## src/shared/ood_map.vh

```
`ifndef OOD_MAP_VH
`define OOD_MAP_VH
// register byte addresses on apb, one aligned word each
// flags keeps its printed index; byte address is four times it
`define OOD_FLAGS_IDX 8'hd5
`define OOD_FLAGS_OFF 10'h354
`define OOD_CTRL_OFF 10'h000
`define OOD_RESULT_OFF 10'h004
`define OOD_OPND_OFF 10'h008
`define OOD_STAT_OFF 10'h00c
`define OOD_PC_OFF 10'h010
// flag bit positions
`define OOD_FLAG_V 4
`define OOD_FLAG_S 5
`define OOD_FLAG_Z 6
`define OOD_FLAG_C 7
// reset values
`define OOD_FLAGS_RST 8'h00
`define OOD_CTRL_RST 8'h00
// operation codes
`define OOD_OP_UNDEF 5'h00
`define OOD_OP_ADD 5'h01
`define OOD_OP_ADC 5'h02
`define OOD_OP_SUB 5'h03
`define OOD_OP_SUBTRACT_BORROW 5'h04
`define OOD_OP_OR 5'h05
`define OOD_OP_AND 5'h06
`define OOD_OP_TEST_COMPLEMENT_MASK 5'h07
`define OOD_OP_TEST_MASK 5'h08
`define OOD_OP_COMPARE 5'h09
`define OOD_OP_XOR 5'h0a
`define OOD_OP_IDLE 5'h0b
`define OOD_OP_STOP 5'h0c
`define OOD_OP_DISABLE_INTERRUPTS 5'h0d
`define OOD_OP_ENABLE_INTERRUPTS 5'h0e
`define OOD_OP_RET 5'h0f
`define OOD_OP_INTERRUPT_RETURN 5'h10
`define OOD_OP_RESET_CARRY 5'h11
`define OOD_OP_SET_CARRY 5'h12
`define OOD_OP_COMPLEMENT_CARRY 5'h13
`define OOD_OP_NOP 5'h14
`define OOD_OP_JR 5'h15
`define OOD_OP_JP 5'h16
// operand forms
`define OOD_FM_NONE 3'h0
`define OOD_FM_RR 3'h1
`define OOD_FM_RIR 3'h2
`define OOD_FM_GG 3'h3
`define OOD_FM_GIG 3'h4
`define OOD_FM_GIM 3'h5
`define OOD_FM_REL 3'h6
`define OOD_FM_DA 3'h7
// operand check kinds
`define OOD_CK_WREG 3'h0
`define OOD_CK_GREG 3'h1
`define OOD_CK_PAIR 3'h2
`define OOD_CK_IPAIR 3'h3
`define OOD_CK_SIDX 3'h4
`define OOD_CK_LIDX 3'h5
`define OOD_CK_REL 3'h6
`define OOD_CK_IWREG 3'h7
// working register page marker in 8-bit operand
`define OOD_WREG_TAG 4'hc
`endif
```

## src/logic/ood_cond_eval.v

```verilog
`timescale 1ns/100ps
`default_nettype none
`include "ood_map.vh"
// condition evaluator for conditional jumps
module ood_cond_eval (
  input wire [3:0] cond,
  input wire [7:0] flags,
  output reg taken
);
  reg c;
  reg z;
  reg s;
  reg v;
  reg base;
  always @* begin
    c = flags[`OOD_FLAG_C];
    z = flags[`OOD_FLAG_Z];
    s = flags[`OOD_FLAG_S];
    v = flags[`OOD_FLAG_V];
    // high bit of the code inverts the low three bits' test
    case (cond[2:0])
      3'h0: base = 1'b0;
      3'h1: base = s ^ v;
      3'h2: base = z | (s ^ v);
      3'h3: base = c | z;
      3'h4: base = v;
      3'h5: base = s;
      3'h6: base = z;
      3'h7: base = c;
      default: base = 1'b0;
    endcase
    taken = base ^ cond[3];
  end
endmodule // ood_cond_eval
`default_nettype wire

```

## src/logic/ood_decoder.v

```verilog
// Behaviour
// - indirect working register selects R0 to R15
// - register operand: 8-bit address or working number
// - register pair must be even address
// - indirect pair also even only
// - short index: signed -128..127 with even pair
// - long index: 13-bit offset with even pair
// - relative offset added to next instruction address
// - nibbles 2-6 decode arithmetic/logic and operand form
// - nibble F decodes control operations in order
// - condition field tested against C Z S V
//
// Our own choice: the APB register port.
`timescale 1ns/100ps
`default_nettype none
`include "ood_map.vh"
module ood_decoder #(
  parameter ADDR_W = 13
) (
  input wire pclk,
  input wire presetn,
  input wire psel,
  input wire penable,
  input wire pwrite,
  input wire [9:0] paddr,
  input wire [31:0] pwdata,
  output reg [31:0] prdata,
  output reg pready,
  output reg pslverr,
  input wire op_valid,
  input wire [7:0] op_byte,
  input wire [7:0] opnd1,
  input wire [7:0] opnd2,
  input wire [ADDR_W-1:0] next_pc,
  output reg dec_valid_q,
  output reg [4:0] dec_op_q,
  output reg [2:0] dec_form_q,
  output reg dec_undef_q,
  output reg dec_range_err_q,
  output reg [7:0] dst_addr_q,
  output reg [7:0] src_addr_q,
  output reg dst_ind_q,
  output reg src_ind_q,
  output reg branch_taken_q,
  output reg [ADDR_W-1:0] branch_target_q
);
  // ==========================================================
  // registers
  // ==========================================================
  reg [7:0] flags_q;
  reg [7:0] ctrl_q;
  reg [7:0] wpage_q;
  reg [2:0] ck_kind_q;
  reg [7:0] ck_val_q;
  reg ck_ok_q;
  reg [ADDR_W-1:0] idx_addr_q;
  reg [7:0] undef_cnt_q;

  // ==========================================================
  // operand range checker, driven over apb for software probing
  // ==========================================================
  reg ck_ok_d;
  reg [ADDR_W-1:0] idx_addr_d;
  always @* begin
    ck_ok_d = 1'b1;
    idx_addr_d = {ADDR_W{1'b0}};
    case (ck_kind_q)
      `OOD_CK_WREG: ck_ok_d = (ck_val_q[7:4] == 4'h0);
      `OOD_CK_IWREG: ck_ok_d = (ck_val_q[7:4] == 4'h0);
      `OOD_CK_GREG: ck_ok_d = 1'b1;
      `OOD_CK_PAIR: ck_ok_d = ~ck_val_q[0];
      `OOD_CK_IPAIR: ck_ok_d = ~ck_val_q[0];
      `OOD_CK_SIDX: begin
        // pair number in wpage low nibble, displacement sign extended
        ck_ok_d = ~wpage_q[0];
        idx_addr_d = {{(ADDR_W-8){ck_val_q[7]}}, ck_val_q};
      end
      `OOD_CK_LIDX: begin
        ck_ok_d = ~wpage_q[0];
        idx_addr_d = {wpage_q[7:3], ck_val_q};
      end
      `OOD_CK_REL: begin
        ck_ok_d = 1'b1;
        idx_addr_d = next_pc + {{(ADDR_W-8){ck_val_q[7]}}, ck_val_q};
      end
      default: ck_ok_d = 1'b0;
    endcase
  end

  // ==========================================================
  // opcode decode
  // ==========================================================
  reg [4:0] op_d;
  reg [2:0] form_d;
  reg undef_d;
  reg err_d;
  reg [7:0] dst_d;
  reg [7:0] src_d;
  reg dind_d;
  reg sind_d;
  reg br_d;
  reg [ADDR_W-1:0] tgt_d;
  wire [3:0] hi = op_byte[7:4];
  wire [3:0] lo = op_byte[3:0];
  wire cond_true;

  ood_cond_eval u_cond (
    .cond(hi),
    .flags(flags_q),
    .taken(cond_true)
  );

  // working register number to full address via the fixed tag nibble
  function [7:0] wreg;
    input [3:0] n;
    begin
      wreg = {`OOD_WREG_TAG, n};
    end
  endfunction

  // general operand: upper nibble tag marks a working register
  function [7:0] greg;
    input [7:0] v;
    begin
      greg = (v[7:4] == `OOD_WREG_TAG) ? wreg(v[3:0]) : v;
    end
  endfunction

  always @* begin
    op_d = `OOD_OP_UNDEF;
    form_d = `OOD_FM_NONE;
    undef_d = 1'b1;
    err_d = 1'b0;
    dst_d = 8'h00;
    src_d = 8'h00;
    dind_d = 1'b0;
    sind_d = 1'b0;
    br_d = 1'b0;
    tgt_d = next_pc;
    if (lo >= 4'h2 && lo <= 4'h6) begin
      undef_d = 1'b0;
      case (hi)
        4'h0: op_d = `OOD_OP_ADD;
        4'h1: op_d = `OOD_OP_ADC;
        4'h2: op_d = `OOD_OP_SUB;
        4'h3: op_d = `OOD_OP_SUBTRACT_BORROW;
        4'h4: op_d = `OOD_OP_OR;
        4'h5: op_d = `OOD_OP_AND;
        4'h6: op_d = `OOD_OP_TEST_COMPLEMENT_MASK;
        4'h7: op_d = `OOD_OP_TEST_MASK;
        4'ha: op_d = `OOD_OP_COMPARE;
        4'hb: op_d = `OOD_OP_XOR;
        default: undef_d = 1'b1;
      endcase
      if (!undef_d) begin
        case (lo)
          4'h2: begin
            form_d = `OOD_FM_RR;
            dst_d = wreg(opnd1[7:4]);
            src_d = wreg(opnd1[3:0]);
          end
          4'h3: begin
            form_d = `OOD_FM_RIR;
            dst_d = wreg(opnd1[7:4]);
            src_d = wreg(opnd1[3:0]);
            sind_d = 1'b1;
          end
          4'h4: begin
            form_d = `OOD_FM_GG;
            src_d = greg(opnd1);
            dst_d = greg(opnd2);
          end
          4'h5: begin
            form_d = `OOD_FM_GIG;
            src_d = greg(opnd1);
            dst_d = greg(opnd2);
            sind_d = 1'b1;
          end
          4'h6: begin
            form_d = `OOD_FM_GIM;
            dst_d = greg(opnd1);
            src_d = opnd2;
          end
          default: form_d = `OOD_FM_NONE;
        endcase
      end
    end else if (lo == 4'hf) begin
      undef_d = 1'b0;
      case (hi)
        4'h6: op_d = `OOD_OP_IDLE;
        4'h7: op_d = `OOD_OP_STOP;
        4'h8: op_d = `OOD_OP_DISABLE_INTERRUPTS;
        4'h9: op_d = `OOD_OP_ENABLE_INTERRUPTS;
        4'ha: op_d = `OOD_OP_RET;
        4'hb: op_d = `OOD_OP_INTERRUPT_RETURN;
        4'hc: op_d = `OOD_OP_RESET_CARRY;
        4'hd: op_d = `OOD_OP_SET_CARRY;
        4'he: op_d = `OOD_OP_COMPLEMENT_CARRY;
        4'hf: op_d = `OOD_OP_NOP;
        default: undef_d = 1'b1;
      endcase
    end else if (lo == 4'hb) begin
      undef_d = 1'b0;
      op_d = `OOD_OP_JR;
      form_d = `OOD_FM_REL;
      br_d = cond_true;
      tgt_d = next_pc + {{(ADDR_W-8){opnd1[7]}}, opnd1};
    end else if (lo == 4'hd) begin
      undef_d = 1'b0;
      op_d = `OOD_OP_JP;
      form_d = `OOD_FM_DA;
      br_d = cond_true;
      tgt_d = {opnd1[ADDR_W-9:0], opnd2};
      // direct target bits above the program space are dropped from the target and flagged
      err_d = |opnd1[7:ADDR_W-8];
    end
    if (undef_d) begin
      op_d = `OOD_OP_UNDEF;
      form_d = `OOD_FM_NONE;
    end
  end

  // ==========================================================
  // decode result pipeline
  // ==========================================================
  always @(posedge pclk or negedge presetn) begin
    if (!presetn) begin
      dec_valid_q <= 1'b0;
      dec_op_q <= `OOD_OP_UNDEF;
      dec_form_q <= `OOD_FM_NONE;
      dec_undef_q <= 1'b0;
      dec_range_err_q <= 1'b0;
      dst_addr_q <= 8'h00;
      src_addr_q <= 8'h00;
      dst_ind_q <= 1'b0;
      src_ind_q <= 1'b0;
      branch_taken_q <= 1'b0;
      branch_target_q <= {ADDR_W{1'b0}};
      undef_cnt_q <= 8'h00;
    end else begin
      dec_valid_q <= op_valid & ctrl_q[0];
      if (op_valid && ctrl_q[0]) begin
        dec_op_q <= op_d;
        dec_form_q <= form_d;
        dec_undef_q <= undef_d;
        dec_range_err_q <= err_d;
        dst_addr_q <= dst_d;
        src_addr_q <= src_d;
        dst_ind_q <= dind_d;
        src_ind_q <= sind_d;
        branch_taken_q <= br_d;
        branch_target_q <= tgt_d;
        if (undef_d && undef_cnt_q != 8'hff)
          undef_cnt_q <= undef_cnt_q + 8'h01;
      end
    end
  end

  // ==========================================================
  // apb slave, zero wait states
  // ==========================================================
  wire wr_en = psel & penable & pwrite;
  wire rd_en = psel & ~penable & ~pwrite;
  reg hit;
  reg [31:0] rdata_d;
  always @* begin
    hit = 1'b1;
    rdata_d = 32'h0000_0000;
    case (paddr)
      `OOD_FLAGS_OFF: rdata_d = {24'h00_0000, flags_q};
      `OOD_CTRL_OFF: rdata_d = {16'h0000, wpage_q, ctrl_q};
      `OOD_OPND_OFF: rdata_d = {21'h00_0000, ck_kind_q, ck_val_q};
      `OOD_STAT_OFF: rdata_d = {23'h00_0000, ck_ok_q, undef_cnt_q};
      `OOD_RESULT_OFF: rdata_d = {{(32-ADDR_W){1'b0}}, idx_addr_q};
      default: hit = 1'b0;
    endcase
  end

  always @(posedge pclk or negedge presetn) begin
    if (!presetn) begin
      flags_q <= `OOD_FLAGS_RST;
      ctrl_q <= `OOD_CTRL_RST;
      wpage_q <= 8'h00;
      ck_kind_q <= `OOD_CK_WREG;
      ck_val_q <= 8'h00;
      ck_ok_q <= 1'b1;
      idx_addr_q <= {ADDR_W{1'b0}};
      prdata <= 32'h0000_0000;
      pready <= 1'b0;
      pslverr <= 1'b0;
    end else begin
      ck_ok_q <= ck_ok_d;
      idx_addr_q <= idx_addr_d;
      pready <= psel & ~penable;
      pslverr <= psel & ~penable & ~hit;
      if (rd_en)
        prdata <= rdata_d;
      if (wr_en && hit) begin
        case (paddr)
          `OOD_FLAGS_OFF: flags_q <= pwdata[7:0];
          `OOD_CTRL_OFF: begin
            ctrl_q <= pwdata[7:0];
            wpage_q <= pwdata[15:8];
          end
          `OOD_OPND_OFF: begin
            ck_val_q <= pwdata[7:0];
            ck_kind_q <= pwdata[10:8];
          end
          default: ctrl_q <= ctrl_q;
        endcase
      end
    end
  end
endmodule // ood_decoder
`default_nettype wire

```

## config.mk

```make
export PLATFORM = sky130hd
export DESIGN_NAME = ood_decoder
export DESIGN_NICKNAME = d
export VERILOG_FILES = /design/src/logic/ood_cond_eval.v /design/src/logic/ood_decoder.v
export VERILOG_INCLUDE_DIRS = /design/src /design/src/shared
export SDC_FILE = /design/constraint.sdc
export NUM_CORES = 1
export LEC_CHECK = 0
export ABC_AREA = 1
export CELL_PAD_IN_SITES_DETAIL_PLACEMENT = 1
export CELL_PAD_IN_SITES_GLOBAL_PLACEMENT = 2
export CORE_ASPECT_RATIO = 1.4
export CORE_MARGIN = 2
export CORE_UTILIZATION = 32
export DETAILED_ROUTE_END_ITERATION = 10
export DONT_BUFFER_PORTS = 1
export PLACE_DENSITY_LB_ADDON = 0.1
export SKIP_LAST_GASP = 1
export SYNTH_ARGS = -nofsm -noshare
export SYNTH_HDL_FRONTEND = slang
export SYNTH_SLANG_ARGS = --single-unit
```

## constraint.sdc

```tcl
create_clock -name pclk -period 1.55 [get_ports pclk]
set_input_delay 0.155 -clock pclk [delete_from_list [all_inputs] [get_ports pclk]]
set_output_delay 0.155 -clock pclk [all_outputs]
set_load 0.005 [all_outputs]
```

; ---- Word level (Yosys, flattened, before mapping)
; Cells that the tools add are included.
[totals]
regBits = 133
inputBits = 85
wordCells = 158
out_inout_bits = 77
[classes]
n_eq_ne = 44
n_reduce_logical = 24
n_lt_le_gt_ge = 2
bitwise = 15
muxes = 49
addsub = 3
[op_table]
columns = operator, count
row1 = $pmux W16 S5, 1
row2 = $eq A4 B4 Y1 const B, 13
row3 = $mux W13, 4
row4 = $pmux W5 S10, 1
row5 = $mux W8, 6
row6 = $pmux W8 S3, 2
row7 = $pmux W4 S10, 1
row8 = $pmux W13 S3, 1
row9 = $eq A4 B3 Y1 const B, 7
row10 = $add A13 B13 Y13, 2
row11 = $mux W5, 5
row12 = $eq A3 B3 Y1 const B, 8
row13 = $eq A10 B4 Y1 const B, 2
row14 = $reduce_or A10 Y1, 2
row15 = $mux W1, 19
row16 = $mux W3, 6
row17 = $eq A4 B2 Y1 const B, 4
row18 = $pmux W3 S5, 1
row19 = $reduce_or A2 Y1, 7
row20 = $eq A3 B2 Y1 const B, 4
row21 = $eq A10 B10 Y1 const B, 1
row22 = $eq A10 B3 Y1 const B, 1
row23 = $logic_not A10 Y1, 1
row24 = $add A8 B1 Y8 const B, 1
row25 = other kinds (17), 37

; ---- Longest topological paths before layout
[depth]
word_depth = 8
mapped_depth = 12

; ---- By module
; A second synthesis with hierarchy kept.
[unflattened]
hier_cells = 1020
area_unflattened_um2 = 7531.0
[modules_own_cells]
columns = module, seq_area_each_um2, area_each_um2, cells_per_inst, instances
row1 = ood_decoder, 2929.1, 7420.9, 992, 1
row2 = ood_cond_eval, 0.0, 110.1, 28, 1

; ---- Least setup slack after synthesis
; Ideal clock, no wire load.
[synth_timing]
path_type = flip-flop to flip-flop
start = register ck_val_q[0]
end = register idx_addr_q[12]
t_arrival_ns = 1.500
n_path_buf = 0
slack_ns = -0.079
stages_incl_launch_ff = 9
cell_sequence = dfrtp_1 -> ha_1 -> fa_1 -> nand3_1 -> nand2_1 -> nand3_1 -> nand4_1 -> nand3_1 -> nand3_1
[synth_via]
elab_chain_len = 2
[synth_lines]
columns = item, line
row1 = "start, declared", ood_decoder.v:54  ; reg [7:0] ck_val_q;
row2 = "start signal, assigned", ood_decoder.v:306  ; ck_val_q <= pwdata[7:0];
row3 = $add A13 B13 Y13, ood_decoder.v:84  ; idx_addr_d = next_pc + {{(ADDR_W-8){ck_val_q[7]}}, ck_val_q};
row4 = $pmux W13 S3, ood_decoder.v:67  ; case (ck_kind_q)
row5 = net idx_addr_d[12], ood_decoder.v:63  ; reg [ADDR_W-1:0] idx_addr_d;
row6 = "end signal, assigned", ood_decoder.v:287  ; idx_addr_q <= {ADDR_W{1'b0}};
row7 = "end signal, assigned", ood_decoder.v:293  ; idx_addr_q <= idx_addr_d;
row8 = "end, declared", ood_decoder.v:56  ; reg [ADDR_W-1:0] idx_addr_q;
; The timed path passes the listed nets, and every way through them passes these cells.
; A chain may end at the register's enable or synchronous reset.

; ---- Worst setup path after layout
[layout_timing]
start = register ck_val_q[7]
end = register idx_addr_q[9]
[layout_via]
elab_chain_len = 2
[layout_lines]
columns = item, line
row1 = $add A13 B13 Y13, ood_decoder.v:84
row2 = $pmux W13 S3 *, ood_decoder.v:67
row3 = net idx_addr_d[9], ood_decoder.v:63
; Mark *: on every way through the listed nets, which the timed path passes. The rest lies on a longest branch.

==> flow_summary.ini <==
[timing]
tns_ns = -0.526
max_freq_mhz = 600
setup_violations = 8
setup_slack_ns = -0.116
worstMarginPinSlew_ns = 0.507
period_share_pct = 107
drv_slew = 0
slew_headroom_pct = 66.2
rsz0062_at_grt = true
clock_skew_ns = 0.0144
hold_viol_final = 117
fin_crit_ns = 1.67
fin_hold_ws_ns = -0.582

[route]
postRouteAntennaNets = 0
drtPass1Iterations = 4
drt_drc_violations_left = 0
via_per_inst = 4.90
routed_wl_mm = 26.7
wire_per_inst_um = 18.1
via_count = 7223
drt-initial-drc-count = 213

[critical_path]
crit_arrival_ns = 1.96
r2r_cells = 8
path_class = reg -> reg
critPathCaptureType = flop
startpoint = ck_val_q[7]
worst_r2r_endpoint = idx_addr_q[9]
path_max_fanout = 7
cp.required_ns = 1.85
crit_path_start_kind = flop
crit_top_cell = nand3_2
crit_family = simple AND/OR/NAND/NOR gates
ff2ff_setup_slack_ns = -0.12
cp_slowest_cell = dfrtp_2
slowest_delay_ns = 0.51
crit_chain = ha_4 -> nand2_4 -> nor2_4 -> nand3_2 -> nand3_2 -> nand2_1 -> nand3_2 -> nand3_1
path_buf_inv = 0
worstSetupEndpoint = idx_addr_q[9]
r2r-start = ck_val_q[7]
cp.depth = 8

[global_route]
grt_overflow = 0
groute.usage.overall_pct = 22.5
grt_first_pass_wirelength_mm = 42.5
antenna_found_initial = 0
grt_max_degree = 118
grt_pass1_vias = 7873

[floorplan]
core_area_um2 = 23100
num_rows = 66
die_x_um = 133
num_io_pins = 162
start_util_pct = 32.4
die_h_um = 185
die_area_um2 = 24600

[power_and_ir_drop]
totalPowerFinal_w = 0.00799
p_leak_nw = 4.79
combPwrFrac_pct = 12.2
p_clk_share_pct = 48.8
power_density_nw_per_um2 = 814
p_int_w = 0.00591
ir_drop_mv = 0.797
switching_share_pct = 26.1
seq_power_share_pct = 39.0
p_switching_w = 0.00209

[hold_path]
worstHoldPathType = in -> async

[synthesis]
synthCells = 1024
syn_area_um2 = 7480
synth_top_area_share_pct = 38.8
synth_ff_type = dfrtp_1
yosysSeqAreaShare_pct = 39.1
synth_edf_count = 0
synth.avg_cell_area_um2 = 7.31
ys_ff_latch = 117
synth_warnings = 0
ys_top_cells_by_area = dfrtp_1, nand2_1, nand3_1
synth-async-reset-ratio_pct = 100
synth_top_area_cell = dfrtp_1
synth.distinct_cells = 51

[clocking]
clockBufferDepth = 2
ctsRootBufferMaster = clkbuf_16
cts_tree = yes
cts_inserted_buffers = 17
clock-sinks = 117
insertion_delay_ns = 0.44
cts_htree_levels = 4
path_clk_slew_ns = 0.06

[placement]
dp_hpwl_mm = 19.9
portBuffers = 0
place_area_um2 = 8320
dp_slack_ns = -0.214
gp_congestion = 0.803

[run_status]
violations = hold timing, setup timing
status = finished with violations

[layout]
fillers = 2843
final_nets = 1267
post-route-cell-area_um2 = 9820
post-route-util_pct = 42.5
drive_above_1_share_pct = 18.8
area_growth_syn_to_layout_pct = 31.3
antenna_cells = 0

[run]
maxCapViolations = 0
metrics by stage:
step | cells | hold slack [ns]
after floorplan | 1040 | -0.141
after global routing | 1474 | -0.604
after CTS | 1467 | -0.597
after detailed placement | 1384 | -0.136
after global placement | 1384 | -0.136
final | 1474 | -0.582
area by class of cell:
type | instances | area (um^2) | share of cell area [%]
clock buffers | 22 | 454 | 4.62
clock inverters | 10 | 109 | 1.11
inverters | 126 | 475 | 4.84
multi-input cells | 756 | 4280 | 43.5
flip-flops and latches | 117 | 2930 | 29.8
well taps | 306 | 383 | 3.90
repair buffers | 137 | 1190 | 12.2
cell usage in the layout (no fill, tap or decap), types with 14 or more instances in the layout:
cell type / synthesis / layout
a21oi_1: 33 / 25
buf_4: 19 / 83
clkbuf_16: 0 / 17
conb_1: 1 / 17
dfrtp_1: 116 / 114
dlygate4sd3_1: 0 / 50
inv_1: 118 / 117
nand2_1: 297 / 283
nand3_1: 97 / 87
nor2_1: 58 / 52
nor3_1: 16 / 14
o21ai_0: 71 / 64
o21ai_1: 32 / 37
layer usage:
layer	GRT usage, %	vias to the layer above	wire, um
met5	0	-	0
met4	7.87	0	638
met3	5.53	39	1300
met2	42.3	159	14300
met1	24.4	3443	10500
li1	-	3582	-
registers in the layout, summed over array words and instances (netlist names), 8 cells and up:
| register | count |
|---|---|
| branch_target_q | 13 |
| ck_val_q | 8 |
| ctrl_q | 8 |
| dst_addr_q | 8 |
| flags_q | 8 |
| idx_addr_q | 13 |
| prdata | 16 |
| src_addr_q | 8 |
| undef_cnt_q | 8 |
| wpage_q | 8 |
cell usage after synthesis (5+ instances only):
| cell type | count |
|---|---|
| buf_2 | 6 |
| nor2_1 | 58 |
| a22o_1 | 5 |
| inv_2 | 6 |
| xor2_1 | 8 |
| nor3_1 | 16 |
| ha_1 | 25 |
| clkbuf_1 | 13 |
| o22ai_1 | 9 |
| dfrtp_1 | 116 |
| inv_1 | 118 |
| o21ai_0 | 71 |
| nand2_1 | 297 |
| o31ai_1 | 6 |
| nand4_1 | 10 |
| a22oi_1 | 5 |
| nand3_1 | 97 |
| buf_4 | 19 |
| o21ai_1 | 32 |
| a21oi_1 | 33 |
| or2_2 | 11 |
| o21a_1 | 6 |
repair_timing:
item / 4_1_cts / 5_1_grt
pin swaps: 14 / 26
hold endpoints to repair: 179 / 118
buffers inserted: 2 / 6
gates resized for setup: 35 / 46
hold buffers: 49 / 1
setup endpoints to repair: 17 / 18
power by group through the flow:
stage,Combinational [W],Clock [W],Sequential (W)
3_5_place_dp,0.000787,0,0.00317
5_1_grt,0.00110,0.00411,0.00312
4_1_cts,0.000931,0.00397,0.00312
6_report,0.000975,0.00390,0.00311
3_3_place_gp,0.000779,0,0.00317
2_1_floorplan,0.000584,0,0.00317
worst register-to-register path, delay by kind of cell, from the launching register on:
| kind | cells | cell delay [ns] |
|---|---|---|
| adders and majority gates | 1 | 0.39 |
| and+or+nand+nor | 7 | 0.64 |
| DFF | 1 | 0.51 |
worst min-delay path by stage:
stage	start	endpoint	slack, ns	depth (start not counted)
3_3_place_gp	presetn	undef_cnt_q[3]	-0.14	0
3_5_place_dp	presetn	undef_cnt_q[3]	-0.14	0
4_1_cts	presetn	dst_addr_q[6]	-0.60	0
2_1_floorplan	presetn	branch_taken_q	-0.14	0
6_report	presetn	undef_cnt_q[3]	-0.58	0
5_1_grt	presetn	undef_cnt_q[5]	-0.60	0
logic make-up (layout without fill, tap and decap cells):
logic type	count (synthesis)	count (layout)	synth area share (%)
and+or+nand+nor	517	517	31.1
AOI/OAI and AO/OA	183	183	13.8
buffers and inverters	167	295	9.77
DFF	117	117	39.1
adders and majority gates	27	27	4.72
xor gates and xnor gates	12	12	1.40
other	1	17	0.0501
Power figures use the tool's default switching activity.
